$ cat src/hdl/dsc_pkg.sv
// package: constants, types and strap decode for the strap configuration block
package dsc_pkg;
   // register bus shape
   localparam int REG_AW = 4;
   localparam int REG_DW = 8;
   // register offsets
   localparam logic [3:0] REG_CFG0 = 4'h0;
   localparam logic [3:0] REG_CFG1 = 4'h1;
   localparam logic [3:0] REG_CFG2 = 4'h2;
   localparam logic [3:0] REG_CTRL = 4'h3;
   localparam logic [3:0] REG_STATUS = 4'h4;
   // field positions in the configuration registers
   localparam int CFG0_MODE_LSB = 0;
   localparam int CFG0_LOW_BAND = 2;
   localparam int CFG0_CLK_SLEW = 3;
   localparam int CFG0_DATA_SLEW = 4;
   localparam int CFG0_HOLD_LOW = 5;
   localparam int CFG0_SLEEP_SEL = 6;
   localparam int CFG0_STROBE = 7;
   localparam int CFG1_EQ_LSB = 0;
   localparam int CFG1_OSC_LSB = 4;
   localparam int CFG2_SPREAD_LSB = 0;
   localparam int CFG2_MAP_LSB = 4;
   localparam int CTRL_RELEASE = 0;
   // status bit positions
   localparam int STAT_POWERED = 0;
   localparam int STAT_LOCK = 1;
   localparam int STAT_HOLDING = 2;
   localparam int STAT_LATCHED = 3;
   // shared data pins that carry straps
   localparam int PIN_MODE1 = 22;
   localparam int PIN_MODE0 = 23;
   localparam int PIN_LOW_BAND = 20;
   localparam int PIN_CLK_SLEW = 21;
   localparam int PIN_DATA_SLEW = 19;
   localparam int PIN_SLEEP_SEL = 18;
   localparam int PIN_STROBE = 17;
   localparam int PIN_EQ_LSB = 12;
   localparam int PIN_OSC_LSB = 8;
   localparam int PIN_SPREAD_LSB = 3;
   localparam int PIN_MAP1 = 1;
   localparam int PIN_MAP0 = 0;
   // filter configuration codes
   localparam logic [1:0] MODE_FILT_OFF = 2'h0;
   localparam logic [1:0] MODE_FILT_ON = 2'h1;
   localparam logic [1:0] MODE_COMPAT_A = 2'h2;
   localparam logic [1:0] MODE_COMPAT_B = 2'h3;
   // spread range code that leaves spread clocking off
   localparam logic [3:0] SPREAD_OFF = 4'h0;
   // strap settle time before sampling
   localparam int CLK_PERIOD_NS = 50;
   localparam int SETTLE_NS = 100;
   localparam int SETTLE_CYC = (SETTLE_NS + CLK_PERIOD_NS - 1) / CLK_PERIOD_NS;

   // working option set
   typedef struct packed {
      logic [1:0] mode;
      logic ssc_low_band_sel;
      logic clk_out_fast_slew;
      logic data_out_fast_slew;
      logic hold_outputs_low;
      logic sleep_output_state_sel;
      logic strobe_edge_sel;
      logic [3:0] rx_equalizer_level;
      logic [2:0] osc_freq_sel;
      logic [3:0] spread_range_sel;
      logic [1:0] map_sel;
   } dsc_cfg_s;

   // power sequencing states
   typedef enum logic [1:0] {
      ST_OFF = 2'b00,
      ST_SETTLE = 2'b01,
      ST_RUN = 2'b10
   } dsc_state_e;

   // pin levels to option set
   function automatic dsc_cfg_s strap_decode(input logic [23:0] pins, input logic op_pin);
      dsc_cfg_s c;
      c.mode = {pins[PIN_MODE1], pins[PIN_MODE0]};
      c.ssc_low_band_sel = pins[PIN_LOW_BAND];
      c.clk_out_fast_slew = pins[PIN_CLK_SLEW];
      c.data_out_fast_slew = pins[PIN_DATA_SLEW];
      c.hold_outputs_low = op_pin;
      c.sleep_output_state_sel = pins[PIN_SLEEP_SEL];
      c.strobe_edge_sel = pins[PIN_STROBE];
      c.rx_equalizer_level = pins[PIN_EQ_LSB +: 4];
      c.osc_freq_sel = pins[PIN_OSC_LSB +: 3];
      c.spread_range_sel = pins[PIN_SPREAD_LSB +: 4];
      c.map_sel = {pins[PIN_MAP1], pins[PIN_MAP0]};
      return c;
   endfunction
endpackage

$ cat src/hdl/dsc_strap_if.sv
// interface: strap pins, sample request and latched option set
`timescale 1ns/1ps
interface dsc_strap_if;
   import dsc_pkg::*;
   logic [23:0] pins; // shared data pin levels
   logic op_pin; // level of the pass pin
   logic sample; // one-cycle capture request
   dsc_cfg_s cfg; // latched options
   logic loaded; // one-cycle pulse after capture
   modport sampler(input pins, input op_pin, input sample, output cfg, output loaded);
   modport core(output pins, output op_pin, output sample, input cfg, input loaded);
endinterface

$ cat src/hdl/dsc_strap_cfg.sv
// top: strap sampling, option registers, power-down and output drive control
//
// Local design decisions: the register offsets and the strobed register port.
`timescale 1ns/1ps
module dsc_strap_cfg
   import dsc_pkg::*;
(
   // clock and reset
   input wire logic CLK,
   input wire logic RESETN,
   // power and link status
   input wire logic POWER_DOWN_N,
   input wire logic LOCK_IN,
   input wire logic BIST_PASS_IN,
   // received parallel data and recovered clock level
   input wire logic [23:0] RX_DATA,
   input wire logic [2:0] RX_CTRL,
   input wire logic RX_PCLK,
   // shared data pins
   input wire logic [23:0] DO_IN,
   output logic [23:0] DO_OUT,
   output logic [23:0] DO_OE,
   // control and clock outputs
   output logic [2:0] CO_OUT,
   output logic CO_OE,
   output logic PIXEL_CLK_OUT,
   output logic PIXEL_CLK_OE,
   output logic LOCK_OUT,
   // pass pin, doubles as hold-low strap
   input wire logic PASS_IN,
   output logic PASS_OUT,
   output logic PASS_OE,
   // option outputs to the analog blocks
   output logic FILTER_EN,
   output logic COMPAT_A,
   output logic COMPAT_B,
   output logic SSC_LOW_BAND,
   output logic [3:0] SPREAD_RANGE,
   output logic CLK_FAST_SLEW,
   output logic DATA_FAST_SLEW,
   output logic STROBE_RISING,
   output logic [3:0] EQ_LEVEL,
   output logic [2:0] OSC_SEL,
   output logic [1:0] MAP_SEL,
   // register port
   input wire logic [REG_AW-1:0] REG_ADDR,
   input wire logic [REG_DW-1:0] REG_WDATA,
   input wire logic REG_WR,
   input wire logic REG_RD,
   output logic [REG_DW-1:0] REG_RDATA
);

   // sleep select high drives low, low leaves pins released
   function automatic logic sleep_oe(input logic sel);
      return sel;
   endfunction

   dsc_strap_if st(); // link to the sampler

   // ---------------- power sequencing ----------------
   dsc_state_e state_r; // sequencing state
   dsc_state_e state_nxt;
   logic [2:0] settle_r; // settle counter
   logic [2:0] settle_nxt;
   logic latched_r; // straps captured at least once
   logic latched_nxt;
   logic sample; // capture request

   // state transitions
   always_comb begin
      state_nxt = state_r;
      settle_nxt = settle_r;
      latched_nxt = latched_r;
      sample = 1'b0;
      case (state_r)
         ST_OFF: begin
            settle_nxt = 3'h0;
            if (POWER_DOWN_N) begin
               state_nxt = ST_SETTLE;
            end
         end
         ST_SETTLE: begin
            // pins stay inputs while straps settle
            if (!POWER_DOWN_N) begin
               state_nxt = ST_OFF;
            end else if (settle_r == 3'(SETTLE_CYC - 1)) begin
               sample = 1'b1;
               latched_nxt = 1'b1;
               state_nxt = ST_RUN;
            end else begin
               settle_nxt = settle_r + 3'h1;
            end
         end
         ST_RUN: begin
            if (!POWER_DOWN_N) begin
               state_nxt = ST_OFF;
            end
         end
         default: begin
            state_nxt = ST_OFF;
         end
      endcase
   end

   // registers
   always_ff @(posedge CLK) begin
      if (!RESETN) begin
         state_r <= ST_OFF;
         settle_r <= 3'h0;
         latched_r <= 1'b0;
      end else begin
         state_r <= state_nxt;
         settle_r <= settle_nxt;
         latched_r <= latched_nxt;
      end
   end

   assign st.pins = DO_IN;
   assign st.op_pin = PASS_IN;
   assign st.sample = sample;

   // strap capture
   dsc_strap_sampler u_sampler (
      .clk(CLK),
      .resetn(RESETN),
      .st(st)
   );

   // ---------------- option registers ----------------
   dsc_cfg_s cfg_r; // working options
   dsc_cfg_s cfg_nxt;
   logic release_r; // hold-low released by software
   logic release_nxt;
   // read data go straight into the port flop, so they stand one cycle after the strobe
   logic [REG_DW-1:0] rdata_nxt;
   logic holding; // outputs held low

   assign holding = cfg_r.hold_outputs_low & ~release_r;

   // strap load, software override and readback
   always_comb begin
      cfg_nxt = cfg_r;
      release_nxt = release_r;
      rdata_nxt = '0;
      if (st.loaded) begin
         cfg_nxt = st.cfg;
         release_nxt = 1'b0;
      end
      // a write after the capture overrides the pin value
      if (REG_WR) begin
         case (REG_ADDR)
            REG_CFG0: begin
               cfg_nxt.mode = REG_WDATA[CFG0_MODE_LSB +: 2];
               cfg_nxt.ssc_low_band_sel = REG_WDATA[CFG0_LOW_BAND];
               cfg_nxt.clk_out_fast_slew = REG_WDATA[CFG0_CLK_SLEW];
               cfg_nxt.data_out_fast_slew = REG_WDATA[CFG0_DATA_SLEW];
               cfg_nxt.hold_outputs_low = REG_WDATA[CFG0_HOLD_LOW];
               cfg_nxt.sleep_output_state_sel = REG_WDATA[CFG0_SLEEP_SEL];
               cfg_nxt.strobe_edge_sel = REG_WDATA[CFG0_STROBE];
            end
            REG_CFG1: begin
               cfg_nxt.rx_equalizer_level = REG_WDATA[CFG1_EQ_LSB +: 4];
               cfg_nxt.osc_freq_sel = REG_WDATA[CFG1_OSC_LSB +: 3];
            end
            REG_CFG2: begin
               cfg_nxt.spread_range_sel = REG_WDATA[CFG2_SPREAD_LSB +: 4];
               cfg_nxt.map_sel = REG_WDATA[CFG2_MAP_LSB +: 2];
            end
            REG_CTRL: begin
               if (REG_WDATA[CTRL_RELEASE]) begin
                  release_nxt = 1'b1;
               end
            end
            default: begin
               // unmapped writes are dropped
            end
         endcase
      end
      if (REG_RD) begin
         case (REG_ADDR)
            REG_CFG0: begin
               rdata_nxt[CFG0_MODE_LSB +: 2] = cfg_r.mode;
               rdata_nxt[CFG0_LOW_BAND] = cfg_r.ssc_low_band_sel;
               rdata_nxt[CFG0_CLK_SLEW] = cfg_r.clk_out_fast_slew;
               rdata_nxt[CFG0_DATA_SLEW] = cfg_r.data_out_fast_slew;
               rdata_nxt[CFG0_HOLD_LOW] = cfg_r.hold_outputs_low;
               rdata_nxt[CFG0_SLEEP_SEL] = cfg_r.sleep_output_state_sel;
               rdata_nxt[CFG0_STROBE] = cfg_r.strobe_edge_sel;
            end
            REG_CFG1: begin
               rdata_nxt[CFG1_EQ_LSB +: 4] = cfg_r.rx_equalizer_level;
               rdata_nxt[CFG1_OSC_LSB +: 3] = cfg_r.osc_freq_sel;
            end
            REG_CFG2: begin
               rdata_nxt[CFG2_SPREAD_LSB +: 4] = cfg_r.spread_range_sel;
               rdata_nxt[CFG2_MAP_LSB +: 2] = cfg_r.map_sel;
            end
            REG_CTRL: begin
               rdata_nxt[CTRL_RELEASE] = release_r;
            end
            REG_STATUS: begin
               rdata_nxt[STAT_POWERED] = (state_r == ST_RUN);
               rdata_nxt[STAT_LOCK] = LOCK_IN;
               rdata_nxt[STAT_HOLDING] = holding;
               rdata_nxt[STAT_LATCHED] = latched_r;
            end
            default: begin
               rdata_nxt = '0; // unmapped reads as zero
            end
         endcase
      end
   end

   // registers; map select resets to 00
   always_ff @(posedge CLK) begin
      if (!RESETN) begin
         cfg_r <= '0;
         release_r <= 1'b0;
      end else begin
         cfg_r <= cfg_nxt;
         release_r <= release_nxt;
      end
   end

   // ---------------- output drive ----------------
   logic pclk_q_r; // previous recovered clock level
   logic launch; // data launch point
   logic [23:0] do_nxt;
   logic [23:0] do_oe_nxt;
   logic [2:0] co_nxt;
   logic co_oe_nxt;
   logic pclk_nxt;
   logic pclk_oe_nxt;
   logic pass_nxt;
   logic pass_oe_nxt;

   // launch opposite the strobe edge so data is stable there
   assign launch = cfg_r.strobe_edge_sel ? (pclk_q_r & ~RX_PCLK)
                                         : (~pclk_q_r & RX_PCLK);

   // output values by power and link state
   always_comb begin
      do_nxt = DO_OUT;
      do_oe_nxt = DO_OE;
      co_nxt = CO_OUT;
      co_oe_nxt = CO_OE;
      pclk_nxt = PIXEL_CLK_OUT;
      pclk_oe_nxt = PIXEL_CLK_OE;
      pass_nxt = PASS_OUT;
      pass_oe_nxt = PASS_OE;
      if (state_r == ST_SETTLE || (state_r == ST_OFF && !latched_r)) begin
         // released: not yet powered up since reset, or pins acting as straps
         do_nxt = '0;
         do_oe_nxt = '0;
         co_nxt = '0;
         co_oe_nxt = 1'b0;
         pclk_nxt = 1'b0;
         pclk_oe_nxt = 1'b0;
         pass_nxt = 1'b0;
         pass_oe_nxt = 1'b0;
      end else if (state_r != ST_RUN || !LOCK_IN) begin
         // power-down or unlocked: sleep select decides
         do_nxt = '0;
         do_oe_nxt = {24{sleep_oe(cfg_r.sleep_output_state_sel)}};
         co_nxt = '0;
         co_oe_nxt = sleep_oe(cfg_r.sleep_output_state_sel);
         pclk_nxt = 1'b0;
         pclk_oe_nxt = sleep_oe(cfg_r.sleep_output_state_sel);
         pass_nxt = 1'b0;
         pass_oe_nxt = sleep_oe(cfg_r.sleep_output_state_sel);
      end else if (holding) begin
         // hold-low owns the pins, sleep select not consulted
         do_nxt = '0;
         do_oe_nxt = '1;
         co_nxt = '0;
         co_oe_nxt = 1'b1;
         pclk_nxt = 1'b0;
         pclk_oe_nxt = 1'b1;
         pass_nxt = 1'b0;
         pass_oe_nxt = 1'b1;
      end else begin
         // locked and free: received data toggles out
         do_oe_nxt = '1;
         co_oe_nxt = 1'b1;
         pclk_oe_nxt = 1'b1;
         pass_oe_nxt = 1'b1;
         pclk_nxt = RX_PCLK;
         pass_nxt = BIST_PASS_IN;
         if (launch) begin
            do_nxt = RX_DATA;
            co_nxt = RX_CTRL;
         end
      end
   end

   // registers
   always_ff @(posedge CLK) begin
      if (!RESETN) begin
         pclk_q_r <= 1'b0;
         DO_OUT <= '0;
         DO_OE <= '0;
         CO_OUT <= '0;
         CO_OE <= 1'b0;
         PIXEL_CLK_OUT <= 1'b0;
         PIXEL_CLK_OE <= 1'b0;
         PASS_OUT <= 1'b0;
         PASS_OE <= 1'b0;
      end else begin
         pclk_q_r <= RX_PCLK;
         DO_OUT <= do_nxt;
         DO_OE <= do_oe_nxt;
         CO_OUT <= co_nxt;
         CO_OE <= co_oe_nxt;
         PIXEL_CLK_OUT <= pclk_nxt;
         PIXEL_CLK_OE <= pclk_oe_nxt;
         PASS_OUT <= pass_nxt;
         PASS_OE <= pass_oe_nxt;
      end
   end

   // ---------------- option outputs ----------------
   logic spread_on; // spread clocking active

   assign spread_on = (cfg_r.spread_range_sel != SPREAD_OFF);

   // registered copies of the working options
   always_ff @(posedge CLK) begin
      if (!RESETN) begin
         FILTER_EN <= 1'b0;
         COMPAT_A <= 1'b0;
         COMPAT_B <= 1'b0;
         SSC_LOW_BAND <= 1'b0;
         SPREAD_RANGE <= '0;
         CLK_FAST_SLEW <= 1'b0;
         DATA_FAST_SLEW <= 1'b0;
         STROBE_RISING <= 1'b0;
         EQ_LEVEL <= '0;
         OSC_SEL <= '0;
         MAP_SEL <= '0;
         LOCK_OUT <= 1'b0;
         REG_RDATA <= '0;
      end else begin
         FILTER_EN <= (cfg_r.mode == MODE_FILT_ON);
         COMPAT_A <= (cfg_r.mode == MODE_COMPAT_A);
         COMPAT_B <= (cfg_r.mode == MODE_COMPAT_B);
         SSC_LOW_BAND <= spread_on & cfg_r.ssc_low_band_sel;
         SPREAD_RANGE <= cfg_r.spread_range_sel;
         CLK_FAST_SLEW <= cfg_r.clk_out_fast_slew;
         DATA_FAST_SLEW <= cfg_r.data_out_fast_slew;
         STROBE_RISING <= cfg_r.strobe_edge_sel;
         EQ_LEVEL <= cfg_r.rx_equalizer_level;
         OSC_SEL <= cfg_r.osc_freq_sel;
         MAP_SEL <= cfg_r.map_sel;
         LOCK_OUT <= (state_r == ST_RUN) & LOCK_IN;
         REG_RDATA <= rdata_nxt;
      end
   end
endmodule

$ cat src/hdl/dsc_strap_sampler.sv
// strap sampler: captures the strap pins once per power-up
`timescale 1ns/1ps
module dsc_strap_sampler
   import dsc_pkg::*;
(
   // clock and reset
   input wire logic clk,
   input wire logic resetn,
   // strap side
   dsc_strap_if.sampler st
);
   dsc_cfg_s cfg_r; // latched options
   dsc_cfg_s cfg_nxt;
   logic loaded_r; // capture pulse
   logic loaded_nxt;

   // capture on request, hold otherwise
   always_comb begin
      cfg_nxt = cfg_r;
      loaded_nxt = 1'b0;
      if (st.sample) begin
         cfg_nxt = strap_decode(st.pins, st.op_pin);
         loaded_nxt = 1'b1;
      end
   end

   // registers
   always_ff @(posedge clk) begin
      if (!resetn) begin
         cfg_r <= '0;
         loaded_r <= 1'b0;
      end else begin
         cfg_r <= cfg_nxt;
         loaded_r <= loaded_nxt;
      end
   end

   assign st.cfg = cfg_r;
   assign st.loaded = loaded_r;
endmodule

$ cat config.mk
export PLATFORM = sky130hd
export DESIGN_NAME = dsc_strap_cfg
export DESIGN_NICKNAME = d
export VERILOG_FILES = /design/src/hdl/dsc_pkg.sv /design/src/hdl/dsc_strap_if.sv /design/src/hdl/dsc_strap_cfg.sv /design/src/hdl/dsc_strap_sampler.sv
export SDC_FILE = /design/constraint.sdc
export NUM_CORES = 1
export LEC_CHECK = 0
export BUFFER_PORTS_ARGS = -buffer_cell sky130_fd_sc_hd__clkbuf_2
export CAP_MARGIN = 40
export CORE_ASPECT_RATIO = 1.4
export CORE_MARGIN = 2
export CORE_UTILIZATION = 31
export CTS_BUF_LIST = sky130_fd_sc_hd__clkbuf_16
export DETAILED_ROUTE_END_ITERATION = 8
export GPL_ROUTABILITY_DRIVEN = 0
export PLACE_DENSITY = 0.57
export SETUP_SLACK_MARGIN = 0.4
export SKIP_CTS_REPAIR_TIMING = 1
export SYNTH_ARGS = -nofsm -noshare
export SYNTH_HDL_FRONTEND = slang
export SYNTH_SLANG_ARGS = --single-unit
$ cat constraint.sdc
create_clock -name CLK -period 1.83 [get_ports CLK]
set_input_delay 0.549 -clock CLK [delete_from_list [all_inputs] [get_ports CLK]]
set_output_delay 0.549 -clock CLK [all_outputs]
set_load 0.05 [all_outputs]
---- Yosys cells after proc, flatten, opt, wreduce, memory -nomap -nowiden ----
Index checks and enable logic that the tools add are counted.
storage, ports and cells
  output and inout bits ................... 85
  input port bits ......................... 72
  register bits after elaboration ......... 134
cells by class
  bitwise logic cells ..................... 9
  equality and inequality tests ........... 16
  add/subtract/negate cells ............... 1
  reduce and logical (&&, ||, !) cells .... 16
  multiplexer cells ....................... 28
operators by type and width
  cell                count
  $mux 21             2
  $mux 24             1
  $pmux 2 s3          2
  $pmux 3 s4          1
  $reduce_and 3->1    4
  $mux 1              10
  $ne 2x2->1 const B  5
  $eq 4x2->1 const B  2
  $mux 2              4
  $mux 8              1
  $mux 7              1
  $eq 2x2->1 const B  3
  $mux 3              2
  $mux 6              1
  $pmux 3 s2          1
  $and 1x1->1         5
  $pmux 1 s5          1
  $eq 2x1->1 const B  2
  $eq 4x1->1 const B  1
  $eq 4x3->1 const B  1
  $logic_not 4->1     1
  $not 1->1           4
  $reduce_bool 4->1   1
  $reduce_or 4->1     1
  11 further kinds    13

---- Logic depth before layout (Yosys ltp) ----
Gate-level depths: netlist of run 1.
  depth after elaboration ................. 5
  mapped depth ............................ 7
  mapped depth without buffers ............ 5

---- By module ----
Synthesis of run 1 repeated with hierarchy kept, for this count alone.
unflattened totals
  cell total of the unflattened synthesis .. 478
  area, all modules ....................... 4643.2 µm²
modules (own cells, without submodules)
  module             seq. area each (µm²)  area each (µm²)  instances  cells each
  dsc_strap_cfg      1761.7                3796.1           1          408
  dsc_strap_sampler  440.4                 847.1            1          70

---- Worst setup path after synthesis of run 1 ----
OpenSTA, ideal clock, no wires.
  path kind ............................... register to output
  start ................................... register DO_OE[22] (netlist name)
  end ..................................... output port DO_OE[0]
  path slack .............................. -0.075 ns
  buffers on the path ..................... 1
  data arrival time ....................... 1.356 ns
  stages on the path, launching flop included .. 2
  required time ........................... 1.281 ns
  cell sequence ........................... dfxtp_1 > buf_4
RTL lines
  item       line                 source
  to (decl)  dsc_strap_cfg.sv:22  output logic [23:0] DO_OE,

==> impl_metrics.ini, run 1 <==
[status]
status = completed

[grt]
grt_pass1_wl_um = 20100
grt_use_total_pct = 15.5
antenna_found_initial = 0
first_global_vias = 3938
grt_max_degree = 46
grt-ovfl-total = 0

[clock_tree]
clkTransAtPathRegs_ps = 70
cts-buffers-inserted = 9
cts_buffer_depth = 2
cts.sinks = 110
clock-root-buffer = clkbuf_16
clk_latency_ps = 350
htree_levels = 3
cts_tree = done

[sta]
fin_setup_tns_ps = 0
worst_slew_pin_slew_ps = 469
finalMaxSlewViolations = 0
finalHoldViolations = 0
rsz0062_at_grt = yes
skew_ps = 9.39
setup_viol = 0
max_slew_margin_pct = 68.7
worst_hold_slack_ps = 415
max_clock_freq_mhz = 594
period_needed_ps = 1680
timing.final.crit_share_pct = 92.0

[synthesis]
synth_area_leaders = dfxtp_1, buf_4, o21ai_0, a21boi_0, o21a_1
synth_seq_area_share_pct = 46.0
synth_common_cells = dfxtp_1, clkbuf_1, o21ai_0
yosysWarnings = 0
synthArstFlopShare_pct = 0
netlist_area_mm2 = 0.00478
yosys.area.top_type = dfxtp_1
yosysMostFrequentCell = dfxtp_1
synth_flop_cell = dfxtp_1
ys_types = 53
ys_seq_elements = 110
synth_edf_count = 0
synth_nets = 589
synth_top_area_share_pct = 46.0
avgSynthCellArea_um2 = 9.29
synth_cells = 515

[critical_path]
r2r_end = u_sampler.st.cfg[5]
path_class = flop to output port
ff2ff_path_depth = 7
critPathLaunchType = flop
r2r_start = settle_r[1]
rrSetupSlack_ps = 350
critPathCaptureType = output port
critical_path_arrival_ps = 1130
critPathLaunch = DO_OE[22]
required_ps = 1280
worstPathMaxFanout = 13

[drt]
viasPerCell = 5.20
drt_iter0_drc = 382
ant_nets = 0
first_pass_iters = 5
wl_um = 14600
drc = 0
wire_per_inst_um = 17.2
vias = 4413

[final_layout]
final_cell_area_mm2 = 0.00712
post-route-util_pct = 47.3
final_nets = 726
num_antenna_cells = 0
layoutNonFillerInstCount = 849
layout-drive-gt1-share_pct = 49.2
syn_to_final_growth_pct = 49.0

[placement]
place_inst = 804
hpwlAfterDp_um = 9530
post_dp_cell_area_mm2 = 0.00577
portBuffers = 152

[worst_hold_path]
hold_path_end = PASS_OUT
min-delay-path-class = input pin to flop
worstHoldPathCells = 3
hp-start = BIST_PASS_IN

[floorplanning]
die-area_mm2 = 0.0164
die_x_um = 109
core_mm2 = 0.0151
fp.dieH_um = 151
rows = 53
io_pins = 157
start_util_pct = 31.8

[flow_run]
maxCapViolations = 0

[power_and_ir_drop]
vdd_drop_max_mv = 0.413
p_leak_nw = 2.91
power_density_mw_per_mm2 = 658
==> cell type report <==
class,count,area (um2)
fill,1381,7930
clock buffer,9,225
sequential,110,2250
tap,192,240
clock inverter,7,48.8
inverter,12,45.0
multi-input combinational,316,2470
timing repair buffer,203,1840
==> stage by stage <==
stage               total power, W  worst slack [ps]
floorplan                  0.00272              1.77
global placement           0.00284              30.3
detailed placement         0.00285             -32.2
CTS                        0.00467               119
global route               0.00486               118
finish                     0.00468               147
==> report_power, final <==
group	internal (W)	total [W]	switching [W]
sequential	0.00241	0.00243	0.0000220
combinational	0.000188	0.000430	0.000242
clock	0.000929	0.00182	0.000893
total	0.00353	0.00468	0.00116
==> registers in the layout, summed over array words and instances (netlist names), 2 cells and up <==
name / cells
DO_OUT: 24
cfg_r: 21
MAP_SEL: 2
u_sampler.st.cfg: 21
settle_r: 3
EQ_LEVEL: 4
REG_RDATA: 8
CO_OUT: 3
OSC_SEL: 3
state_r: 2
SPREAD_RANGE: 4
==> worst max-delay path, stage by stage (launching register included) <==
cell     delay (ps)
dfxtp_4         370
buf_8           150
buf_2           270
==> placed cells by master (no fill, tap or decap), types with 4 or more instances in the layout <==
| cell | n |
|---|---|
| buf_4 | 50 |
| a21boi_2 | 21 |
| buf_8 | 13 |
| nand2_1 | 9 |
| mux2i_1 | 14 |
| o21ai_1 | 6 |
| o21ai_0 | 29 |
| a21oi_1 | 30 |
| clkbuf_16 | 13 |
| nor4_1 | 4 |
| dfxtp_1 | 77 |
| buf_2 | 10 |
| and3_4 | 8 |
| clkbuf_4 | 4 |
| clkbuf_2 | 66 |
| a311oi_1 | 12 |
| inv_1 | 11 |
| and3_1 | 17 |
| o21a_1 | 21 |
| a221oi_2 | 5 |
| nor2_1 | 13 |
| buf_12 | 15 |
| nand3_1 | 11 |
| o311a_1 | 9 |
| buf_6 | 41 |
| and2_1 | 17 |
| dfxtp_2 | 30 |
| a221oi_1 | 7 |
| nand3_2 | 20 |
| nor2b_1 | 14 |
==> logic make-up (layout without fill, tap and decap cells) <==
kind of cell	Yosys count	after routing	share of synthesized area (%)
AOI/OAI and AO/OA	158	158	22.6
adders and majority gates	3	3	0.733
DFF	110	110	46.0
muxes	15	15	3.17
buffers and inverters	89	231	9.60
and+or+nand+nor	140	140	17.8
==> worst max-delay path by stage <==
stage	endpoint	depth (start not counted)
final	DO_OE[16]	2
after global routing	DO_OE[16]	2
after CTS	DO_OE[15]	1
after detailed placement	DO_OUT[22]	4
after global placement	DO_OUT[1]	4
after floorplan	cfg_r[13]	5
==> routing by layer <==
metal | wire [um] | vias to the layer above | track usage [%]
met4 | 199 | 0 | 4.68
met5 | 0 | - | 0
li1 | - | 2108 | -
met1 | 6100 | 2124 | 19.8
met3 | 776 | 12 | 2.71
met2 | 7570 | 169 | 26.3
Power figures use the tool's default switching activity.
==> inputs of run 2 (changes only) <==
- PLACE_DENSITY: 0.57 -> unset
==> run 2 against run 1 <==
Compared with the run above:
- critical path depth did not move
- highest routed layer unchanged
- first-iteration DRC count decreased by 4.2%
- non-clock buffer count rose by 13
- critical path type unchanged
- sequential share of layout area decreased by 1.0 points
- worst hold slack improved by 20 ps
- core utilization rose by 1.8 points
- maximum frequency is 0.16% lower
- wire length increased by 4.1%
- sequential power about the same
- clock skew is 1.3 ps lower
- largest power group unchanged
- total power increased by 5.9%
- clock-buffer cell count is the same
==> impl_metrics.ini, run 2 (same netlist as run 1, synthesis figures left out) <==
[status]
status = completed

[critical_path]
crit_chain = buf_12 -> buf_2
critPathSlowestCell = dfxtp_4
path_class = flop to output port
path_buf_inv = 2
critical_path_arrival_ps = 1140
required_ps = 1280
worstPathMaxFanout = 14
cpLargestDelayFamily = buffers and inverters
critPathLaunch = DO_OE[22]
critPathCaptureType = output port
cpPeakStageDelay_ps = 370
critPathLaunchType = flop
r2r_start = settle_r[1]

[drt]
wl_met2_um = 8000
drc = 0
wl_um = 15200
drt_iter0_drc = 366
vias = 4411
met1Wirelength_um = 6040
first_pass_iters = 5
viasPerCell = 5.11
ant_nets = 0
top_layer = met4
wl_met3_um = 970
wire_per_inst_um = 17.7

[clock_tree]
cts-buffers-inserted = 9
clk_latency_ps = 350
cts_buffer_depth = 2
htree_levels = 3
clock-root-buffer = clkbuf_16
cts.sinks = 110
clkTransAtPathRegs_ps = 80
cts_tree = done

[worst_hold_path]
min-delay-path-class = input pin to flop
hp-start = BIST_PASS_IN

[floorplanning]
fp.dieH_um = 151
start_util_pct = 31.8
die-area_mm2 = 0.0164
die_x_um = 109
core_mm2 = 0.0151
rows = 53
io_pins = 157

[placement]
place_inst = 805
portBuffers = 152
pre_cts_ws_ps = -81.0
hpwlAfterDp_um = 9460

[grt]
grt-ovfl-total = 0
grt_pass1_wl_um = 19900
antenna_found_initial = 0
grt_max_degree = 46
grt_use_total_pct = 15.4
first_global_vias = 3866

[final_layout]
layout-drive-gt1-share_pct = 52.3
layoutNonFillerInstCount = 863
top_register = DO_OUT
layout_common_cells = dfxtp_1, clkbuf_2, buf_4
syn_to_final_growth_pct = 54.6
post-route-util_pct = 49.1
largest_register_ffs = 24
layout_commonest_cell = dfxtp_1
num_antenna_cells = 0
final_nets = 740

[sta]
timing.final.crit_share_pct = 92.1
finalMaxSlewViolations = 0
period_needed_ps = 1690
max_slew_margin_pct = 62.9
final.setup.worst_slack_ps = 144
worst_hold_slack_ps = 435
setup_viol = 0
worst_slew_pin_slew_ps = 557
skew_ps = 8.04
rsz0062_at_grt = yes
finalHoldViolations = 0
max_clock_freq_mhz = 593

[power_and_ir_drop]
vdd_drop_max_mv = 0.391
p_leak_nw = 3.05
power_density_mw_per_mm2 = 671

[flow_run]
maxCapViolations = 0
## run 2: cell count changes in the layout (fill, tap and decap cells not counted), moves of 3 or more
cell      delta
buf_2        +7
clkbuf_4     -3
buf_8       +15
dfxtp_2      +9
dfxtp_1      -9
a221oi_1     -3
buf_6        +3
buf_12       -5
buf_4        -4
## run 2: worst min-delay path: cells and delay by family
kind                   cells  cell delay, ps
and+or+nand+nor            1              50
buffers and inverters      2             140
## run 2: routing by layer
metal / vias to the layer above / GRT usage (%)
li1: 2149 / -
met1: 2076 / 19.3
met2: 169 / 26.1
met3: 17 / 3.70
met4: 0 / 4.49
met5: - / 0
## run 2: path summary, 6_finish.rpt
| check | endpoint | slack [ps] | cells past startpoint |
|---|---|---|---|
| min | PASS_OUT | 430 | 3 |
| min reg2reg | DO_OUT[10] | 470 | 2 |
| max reg2reg | u_sampler.st.cfg[10] | 330 | 7 |
| max | DO_OE[6] | 140 | 2 |
## run 2: layout make-up
cell class,instances,area [um2]
Clock buffer,9,225
Tap cell,192,240
Multi-Input combinational cell,317,2530
Inverter,12,45.0
Fill cell,1356,7660
Sequential cell,110,2260
Timing Repair Buffer,216,2000
Clock inverter,7,87.6
## run 2: power by group
group,internal [W],switching [W],leakage (nW)
combinational,0.000211,0.000258,1.99
clock,0.00110,0.000958,0.155
sequential,0.00241,0.0000229,0.910
total,0.00372,0.00124,3.05
## run 2: per-stage QoR
step,setup TNS [ps],instance area (um2),power (W)
CTS,0,6100,0.00492
global route,0,7390,0.00515
global placement,-5790,5770,0.00284
detailed placement,-1290,5790,0.00286
finish,0,7390,0.00496
floorplan,0,5070,0.00272
